$ cat src/shared/vtm_pkg.sv
// Purpose: Constants for the voltage trip monitor control block
// Assumes: hclk at 25 MHz, AHB-Lite word registers
// Notes: Notes on behaviour below
// Notes on behaviour
// - A crossing of the trip point in the chosen direction sets the monitor event flag.
// - Direction bit 7 clear means falling to or below the trip point is the event, set means rising to or above; clear flags only below here.
// - The analogue monitor is powered only while enable bit 4 is set, and that bit resets to zero.
// - After every enabling, reference-stable bit 5 reads low until the settling time has passed, then high.
// - No event flag may be set before the reference-stable bit is high.
// - Read-only bit 6 shows whether the bandgap reference is stable.
// - Trip level bits 3 to 0 pick the trip point, 1110 highest, 1000 lowest, 1111 the external sense pin; the bench model takes 0000 as the lowest.
// - With enable clear the detector is off and produces no events.
// - A set event flag reaches the interrupt output only while its interrupt enable is set.
package vtm_pkg;
    // Register indexes; byte address is four times the index
    localparam logic [11:0] IDX_CTRL = 12'hF85;
    localparam logic [11:0] IDX_STATUS = 12'hF86;
    localparam logic [11:0] IDX_CLEAR = 12'hF87;
    localparam logic [11:0] IDX_IEN = 12'hF88;
    localparam logic [31:0] ADDR_CTRL = {18'h00000, IDX_CTRL, 2'b00};
    localparam logic [31:0] ADDR_STATUS = {18'h00000, IDX_STATUS, 2'b00};
    localparam logic [31:0] ADDR_CLEAR = {18'h00000, IDX_CLEAR, 2'b00};
    localparam logic [31:0] ADDR_IEN = {18'h00000, IDX_IEN, 2'b00};
    // Control field positions
    localparam int CTRL_DIR_BIT = 7;
    localparam int CTRL_BG_BIT = 6;
    localparam int CTRL_REF_BIT = 5;
    localparam int CTRL_EN_BIT = 4;
    localparam logic [7:0] CTRL_WR_MASK = 8'h9F;
    localparam logic [7:0] CTRL_RESET = 8'h00;
    localparam logic [3:0] LEVEL_EXTERNAL = 4'hF;
    localparam int STATUS_EVT_BIT = 0;
    // Settling time after enabling, rounded up to whole cycles
    localparam int CLK_PERIOD_NS = 40;
    localparam int STAB_TIME_NS = 20000;
    localparam int STAB_CNT_W = 10;
    localparam logic [STAB_CNT_W-1:0] STAB_CYCLES =
        STAB_CNT_W'((STAB_TIME_NS + CLK_PERIOD_NS - 1) / CLK_PERIOD_NS);
    localparam logic [1:0] HTRANS_NONSEQ = 2'h2;
endpackage : vtm_pkg
$ cat src/shared/vtm_mon_if.sv
// Purpose: Carrier between the monitor core, synchroniser and settling timer
// Assumes: One clock domain after synchronisation
// Notes: Comparator high means the voltage is at or above the trip point
`timescale 1ns/100ps
`default_nettype none
interface vtm_mon_if;
    logic cmp_above_s;
    logic bandgap_s;
    logic enable;
    logic ref_stable;
    modport sync (output cmp_above_s, output bandgap_s);
    modport timer (input enable, input bandgap_s, output ref_stable);
    modport core (input cmp_above_s, input bandgap_s, input ref_stable, output enable);
endinterface : vtm_mon_if
`default_nettype wire

$ cat src/core/vtm_ctrl.sv
// Purpose: AHB-Lite register front end and event logic of the voltage trip monitor
// Assumes: Analogue comparator and bandgap outside, asynchronous to hclk
// Notes: Zero wait states, OKAY always; unmapped reads return zero
//
// Local design decision: the AHB-Lite slave port.
`timescale 1ns/100ps
`default_nettype none
module vtm_ctrl
    import vtm_pkg::*;
(
    input wire logic hclk,
    input wire logic hresetn,
    input wire logic hsel,
    input wire logic [31:0] haddr,
    input wire logic [1:0] htrans,
    input wire logic hwrite,
    input wire logic [2:0] hsize,
    input wire logic [31:0] hwdata,
    input wire logic hready,
    output logic [31:0] hrdata,
    output logic hreadyout,
    output logic hresp,
    input wire logic cmp_above_async,
    input wire logic bandgap_ok_async,
    output logic monitor_enable,
    output logic trip_direction_select,
    output logic [3:0] trip_level,
    output logic external_sense_select,
    output logic irq
);
    vtm_mon_if mon ();

    logic wr_pend_q;
    logic wr_pend_d;
    logic [31:0] wr_addr_q;
    logic [31:0] wr_addr_d;
    logic [31:0] hrdata_q;
    logic [31:0] hrdata_d;
    logic [7:0] ctrl_q;
    logic [7:0] ctrl_d;
    logic evt_q;
    logic evt_d;
    logic ien_q;
    logic ien_d;
    logic irq_q;
    logic irq_d;
    logic addr_phase;
    logic evt_cond;
    logic evt_clear;

    ////////////////////////////////////////////////////////////////
    // Helpers

    // Merge a written byte into control; read-only bits stay clear in storage
    function automatic logic [7:0] ctrl_merge(input logic [7:0] old_v, input logic [7:0] wr_v);
        ctrl_merge = (old_v & ~CTRL_WR_MASK) | (wr_v & CTRL_WR_MASK);
    endfunction : ctrl_merge

    // Read view of one register; live status bits fill positions 6 and 5
    function automatic logic [31:0] rd_word(
        input logic [31:0] addr,
        input logic [7:0] ctrl_v,
        input logic bg_v,
        input logic ref_v,
        input logic evt_v,
        input logic ien_v
    );
        logic [7:0] view;
        view = ctrl_v & CTRL_WR_MASK;
        view[CTRL_BG_BIT] = bg_v;
        view[CTRL_REF_BIT] = ref_v;
        rd_word = 32'h0000_0000;
        case (addr)
            ADDR_CTRL: rd_word = {24'h00_0000, view};
            ADDR_STATUS: rd_word = {31'h0000_0000, evt_v};
            ADDR_IEN: rd_word = {31'h0000_0000, ien_v};
            default: rd_word = 32'h0000_0000;
        endcase
    endfunction : rd_word

    ////////////////////////////////////////////////////////////////
    // Analogue side: synchroniser and settling timer

    vtm_sync u_sync (
        .hclk(hclk),
        .hresetn(hresetn),
        .cmp_above_async(cmp_above_async),
        .bandgap_ok_async(bandgap_ok_async),
        .mon(mon.sync)
    );

    vtm_settle u_settle (
        .hclk(hclk),
        .hresetn(hresetn),
        .mon(mon.timer)
    );

    ////////////////////////////////////////////////////////////////
    // Bus address phase and pending write

    // Only full words are meaningful; hsize is not checked, narrower writes land in low bits
    assign addr_phase = hsel && hready && (htrans == HTRANS_NONSEQ);

    always_comb
    begin
        wr_pend_d = addr_phase && hwrite;
        wr_addr_d = addr_phase ? haddr : wr_addr_q;
    end

    always_ff @(posedge hclk or negedge hresetn)
    begin
        if (!hresetn)
        begin
            wr_pend_q <= 1'b0;
            wr_addr_q <= 32'h0000_0000;
        end
        else
        begin
            wr_pend_q <= wr_pend_d;
            wr_addr_q <= wr_addr_d;
        end
    end

    ////////////////////////////////////////////////////////////////
    // Control and interrupt enable registers

    always_comb
    begin
        ctrl_d = ctrl_q;
        ien_d = ien_q;
        if (wr_pend_q && (wr_addr_q == ADDR_CTRL))
            ctrl_d = ctrl_merge(ctrl_q, hwdata[7:0]);
        if (wr_pend_q && (wr_addr_q == ADDR_IEN))
            ien_d = hwdata[STATUS_EVT_BIT];
    end

    always_ff @(posedge hclk or negedge hresetn)
    begin
        if (!hresetn)
        begin
            ctrl_q <= CTRL_RESET;
            ien_q <= 1'b0;
        end
        else
        begin
            ctrl_q <= ctrl_d;
            ien_q <= ien_d;
        end
    end

    assign mon.enable = ctrl_q[CTRL_EN_BIT];

    ////////////////////////////////////////////////////////////////
    // Trip detection; level sensitive, so a persisting excursion re-sets after a clear

    always_comb
    begin
        evt_cond = 1'b0;
        if (ctrl_q[CTRL_EN_BIT] && mon.ref_stable)
        begin
            if (ctrl_q[CTRL_DIR_BIT])
                evt_cond = mon.cmp_above_s;
            else
                evt_cond = !mon.cmp_above_s;
        end
    end

    // Set beats clear so an excursion during the clear write is kept
    assign evt_clear = wr_pend_q && (wr_addr_q == ADDR_CLEAR) && hwdata[STATUS_EVT_BIT];

    always_comb
    begin
        evt_d = (evt_q && !evt_clear) || evt_cond;
        irq_d = evt_d && ien_d;
    end

    always_ff @(posedge hclk or negedge hresetn)
    begin
        if (!hresetn)
        begin
            evt_q <= 1'b0;
            irq_q <= 1'b0;
        end
        else
        begin
            evt_q <= evt_d;
            irq_q <= irq_d;
        end
    end

    ////////////////////////////////////////////////////////////////
    // Read data; uses next values so a write just before a read is seen

    always_comb
    begin
        hrdata_d = hrdata_q;
        if (addr_phase && !hwrite)
            hrdata_d = rd_word(haddr, ctrl_d, mon.bandgap_s, mon.ref_stable, evt_d, ien_d);
    end

    always_ff @(posedge hclk or negedge hresetn)
    begin
        if (!hresetn)
            hrdata_q <= 32'h0000_0000;
        else
            hrdata_q <= hrdata_d;
    end

    ////////////////////////////////////////////////////////////////
    // Outputs

    assign hrdata = hrdata_q;
    assign hreadyout = 1'b1;
    assign hresp = 1'b0;
    assign monitor_enable = ctrl_q[CTRL_EN_BIT];
    assign trip_direction_select = ctrl_q[CTRL_DIR_BIT];
    assign trip_level = ctrl_q[3:0];
    assign external_sense_select = (ctrl_q[3:0] == LEVEL_EXTERNAL);
    assign irq = irq_q;

    ////////////////////////////////////////////////////////////////
    // Checks

    // Upper bound for settling, two cycles of margin past the timer
    localparam int CHK_STAB_MAX = int'(STAB_CYCLES) + 2;
endmodule : vtm_ctrl
`default_nettype wire

$ cat src/core/vtm_settle.sv
// Purpose: Settling timer that raises reference-stable after enabling
// Assumes: Bandgap indication already synchronised
// Notes: Restarts from zero on every disable
`timescale 1ns/100ps
`default_nettype none
module vtm_settle
    import vtm_pkg::*;
(
    input wire logic hclk,
    input wire logic hresetn,
    vtm_mon_if.timer mon
);
    logic [STAB_CNT_W-1:0] cnt_q;
    logic [STAB_CNT_W-1:0] cnt_d;

    ////////////////////////////////////////////////////////////////
    // Count only while powered and the bandgap is good; saturate at the end
    always_comb
    begin
        cnt_d = cnt_q;
        if (!mon.enable || !mon.bandgap_s)
            cnt_d = '0;
        else if (cnt_q != STAB_CYCLES)
            cnt_d = cnt_q + STAB_CNT_W'(1);
    end

    always_ff @(posedge hclk or negedge hresetn)
    begin
        if (!hresetn)
            cnt_q <= '0;
        else
            cnt_q <= cnt_d;
    end

    assign mon.ref_stable = (cnt_q == STAB_CYCLES);
endmodule : vtm_settle
`default_nettype wire

$ cat src/core/vtm_sync.sv
// Purpose: Two-flop synchroniser for the analogue indications
// Assumes: Raw inputs may change at any time
// Notes: First stage is read only by the second stage
`timescale 1ns/100ps
`default_nettype none
module vtm_sync (
    input wire logic hclk,
    input wire logic hresetn,
    input wire logic cmp_above_async,
    input wire logic bandgap_ok_async,
    vtm_mon_if.sync mon
);
    logic [1:0] meta_q;
    logic [1:0] sync_q;

    ////////////////////////////////////////////////////////////////
    // Metastability guard before any comparison is made
    always_ff @(posedge hclk or negedge hresetn)
    begin
        if (!hresetn)
        begin
            meta_q <= 2'h0;
            sync_q <= 2'h0;
        end
        else
        begin
            meta_q <= {bandgap_ok_async, cmp_above_async};
            sync_q <= meta_q;
        end
    end

    assign mon.cmp_above_s = sync_q[0];
    assign mon.bandgap_s = sync_q[1];
endmodule : vtm_sync
`default_nettype wire

$ cat config.mk
export PLATFORM = sky130hd
export DESIGN_NAME = vtm_ctrl
export DESIGN_NICKNAME = d
export VERILOG_FILES = /design/src/shared/vtm_pkg.sv /design/src/shared/vtm_mon_if.sv /design/src/core/vtm_ctrl.sv /design/src/core/vtm_settle.sv /design/src/core/vtm_sync.sv
export SDC_FILE = /design/constraint.sdc
export NUM_CORES = 1
export LEC_CHECK = 0
export BUFFER_PORTS_ARGS = -buffer_cell sky130_fd_sc_hd__buf_4
export CAP_MARGIN = 20
export CELL_PAD_IN_SITES_DETAIL_PLACEMENT = 0
export CELL_PAD_IN_SITES_GLOBAL_PLACEMENT = 1
export CORE_MARGIN = 2
export CORE_UTILIZATION = 35
export CTS_CLUSTER_DIAMETER = 50
export DETAILED_ROUTE_END_ITERATION = 6
export GPL_TIMING_DRIVEN = 0
export PLACE_DENSITY = 0.78
export SYNTH_ARGS = -nofsm -noshare
export SYNTH_HDL_FRONTEND = slang
export SYNTH_SLANG_ARGS = --single-unit
$ cat constraint.sdc
create_clock -name hclk -period 2.21 [get_ports hclk]
set_input_delay 0.221 -clock hclk [delete_from_list [all_inputs] [get_ports hclk]]
set_output_delay 0.221 -clock hclk [all_outputs]
set_load 0.02 [all_outputs]
==> run summary <==
status: finished, final reports clean
maximum fanout along the worst path: 5
initial drt markers: 55
Synth Instances: 235
CTS tree: done
final hold viol count: 0
slew at the pin closest to its max-slew limit: 802.9 ps
Post-Route Setup TNS: 0 ps
Yosys reg bits: 64
Register-to-Register Path Depth: 6
post-DP HPWL: 4433 µm
slew margin rel.: 46.47%
GP Congestion: 0.7310
Slowest Stage Delay on Critical Path: 390 ps
crit path cell chain: nor4_2 > nand3_1 > nor4_4 > buf_6 > mux2_2 > a22o_1
worst slack at placement: -193.5 ps
WL final: 6013 µm
global route total overflow: 0
most frequent cells in the layout: buf_4, dfrtp_1, mux2_2
Worst Hold Class: in2reg
pin count of the biggest net entering global routing: 65
pwr/cell area: 654.0 nW/µm²
Worst-path clk slew: 60 ps
Final Cell Area: 3890 µm²
Placement Rows: 33
Critical path origin: wr_addr_q[26]
unrepaired setup endpoints after global routing: true
Num Clock Sinks: 64
Crit Path Class: reg2reg
Port Buf Inserts: 62
H-tree Lvls: 3
Starting Density: 35.87%
WL/cell: 13.48 µm
Clk Latency, worst-skew pair: 330 ps
Slew Viols, Final: 0
# IOs: 118
FFs w/ async S/R, synth: 100.0%
layout net count: 417
filler cell count: 775
Reg-to-Reg Start: wr_addr_q[26]
# DRC: 0
Max Clock Skew: 10.83 ps
commonest non-fill, non-tap cell in the layout: buf_4
ANT cells: 0
worst hold start: haddr[19]
CP top delay family: simple AND/OR/NAND/NOR gates
Core Region: 8175 µm²
synth warn: 0
DIE AREA: 9128 µm²
Die Span Y: 95.54 µm
register area share after synthesis: 54.61%
Tcrit/Tclk final: 96.25%
average size of a mapped cell: 12.48 µm²
# setup viols final: 0
RR Endpoint: hrdata[1]
area growth from synthesis to layout: 32.64%
post-place instance area: 3620 µm²
Bufs on Longest Clock Path: 2
Main synth FF type: dfrtp_1
final setup margin: 82.97 ps
first-pass GRT wire length: 9556 µm
vias in the first global route: 1,925
DR vias/cell: 4.527
Die Width: 95.54 µm
Pwr Total: 2544 µW
Antenna Nets Post-Route: 0
critical path's slowest cell: dfrtp_1
TritonCTS buffer count: 9
CP Data Arrival Time: 2340 ps
minimum clock period: 2127 ps
WP depth: 6
Layout Cells excl Fill: 446
CP bufs+invs: 1
Worst Setup End Kind: flop
Post-synth EDFFs: 0
Distinct cells, synth: 38
Worst setup SP type: flop
Cell Area, Synth: 2933 µm²
CP endpoint: hrdata[1]
worst vdd ir: 0.5103 mV
via count: 2,019
Pleak: 0.001872 µW
GRT Resource Usage Total: 13.93%
placed insts: 426
Max-Cap Viols: 0
antenna violations before repair: 0
Fmax: 470.1 MHz
FF-to-FF setup slack: 80 ps
CTS root buf: clkbuf_8
layout cells sized above 1: 46.04%
CP required: 2420 ps
Pre-antenna DRT Iters: 4
## registers in the layout, summed over array words and instances (netlist names)
name            cells
ctrl_q              6
evt_q               1
hrdata              8
ien_q               1
irq                 1
u_settle.cnt_q     10
u_sync.meta_q       2
u_sync.sync_q       2
wr_addr_q          32
wr_pend_q           1
## worst min path at each step
stage                                   to  slack (ps)  depth (start not counted)
after floorplan                  ctrl_q[0]         -70                          0
after global placement    u_sync.meta_q[0]         330                          1
after detailed placement  u_sync.meta_q[1]         330                          1
after CTS                    wr_addr_q[19]         110                          2
after global routing         wr_addr_q[22]         110                          2
final                        wr_addr_q[19]         130                          2
## per-layer routing
metal | part of all wire (%) | wire length (µm) | GRT usage, % | vias to the layer above
met3 | 6.4 | 384 | 5.455 | 3
met5 | 0 | 0 | 0 | -
met1 | 44 | 2658 | 18.55 | 961
met2 | 49 | 2939 | 21.79 | 62
met4 | 0.52 | 31 | 2.500 | 0
li1 | - | - | - | 993
## per-stage QoR
stage | utilization (%) | hold WS, ps
floorplan | - | -74.59
global placement | 44.28 | 331.2
detailed placement | 44.28 | 331.5
CTS | 46.89 | 114.6
global route | 47.58 | 112.9
finish | 47.58 | 132.3
## kinds of logic after synthesis
group                    Yosys count  synth area share (%)
AO/OA/AOI/OAI                     17                 4.010
XOR/XNOR                           6                 1.792
adder cells (fa/ha/maj)            2                0.8531
buffers and inverters             35                 8.063
flip-flops                        64                 54.61
multiplexers                      39                 14.97
other                              2                0.2561
AND/OR/NAND/NOR                   70                 15.44
## power breakdown
part           internal, µW  switching (µW)  total, µW
logic                   221             145        366
clock network           385             394        779
registers              1310            93.0       1400
## cell type report
class                           count  area [µm²]  area share (%)
Sequential cell                    64        1602           41.17
Multi-Input combinational cell    160        1250           32.13
Timing Repair Buffer               69       529.3           13.61
Buffer                             30       217.7           5.597
Clock buffer                       11       131.4           3.377
Tap cell                          105       131.4           3.377
Inverter                            5       18.77          0.4825
Clock inverter                      2       10.01          0.2573
## repair_timing
action | 4_1_cts | 5_1_grt
hold buffers | 3 | 0
endpoints found under the hold margin | 4 | 0
buffers inserted | 2 | 2
setup endpoints to repair | 6 | 7
gates resized for setup | 4 | 7
cloned | 0 | 0
pin swaps | 2 | 4
## synth_stat cells, types with 4 or more instances
cell type	count	area [µm²]
a21oi_1	5	25.02
a22o_1	6	52.55
and3_1	4	25.02
buf_4	26	195.2
dfrtp_1	64	1602
inv_1	5	18.77
mux2_2	39	439.2
nand2_1	8	30.03
nand3_1	9	45.04
nand3b_1	4	30.03
nor2_1	12	45.04
nor4_1	10	62.56
xor2_1	4	35.03
Note: power is estimated with default switching activity, not from simulation.
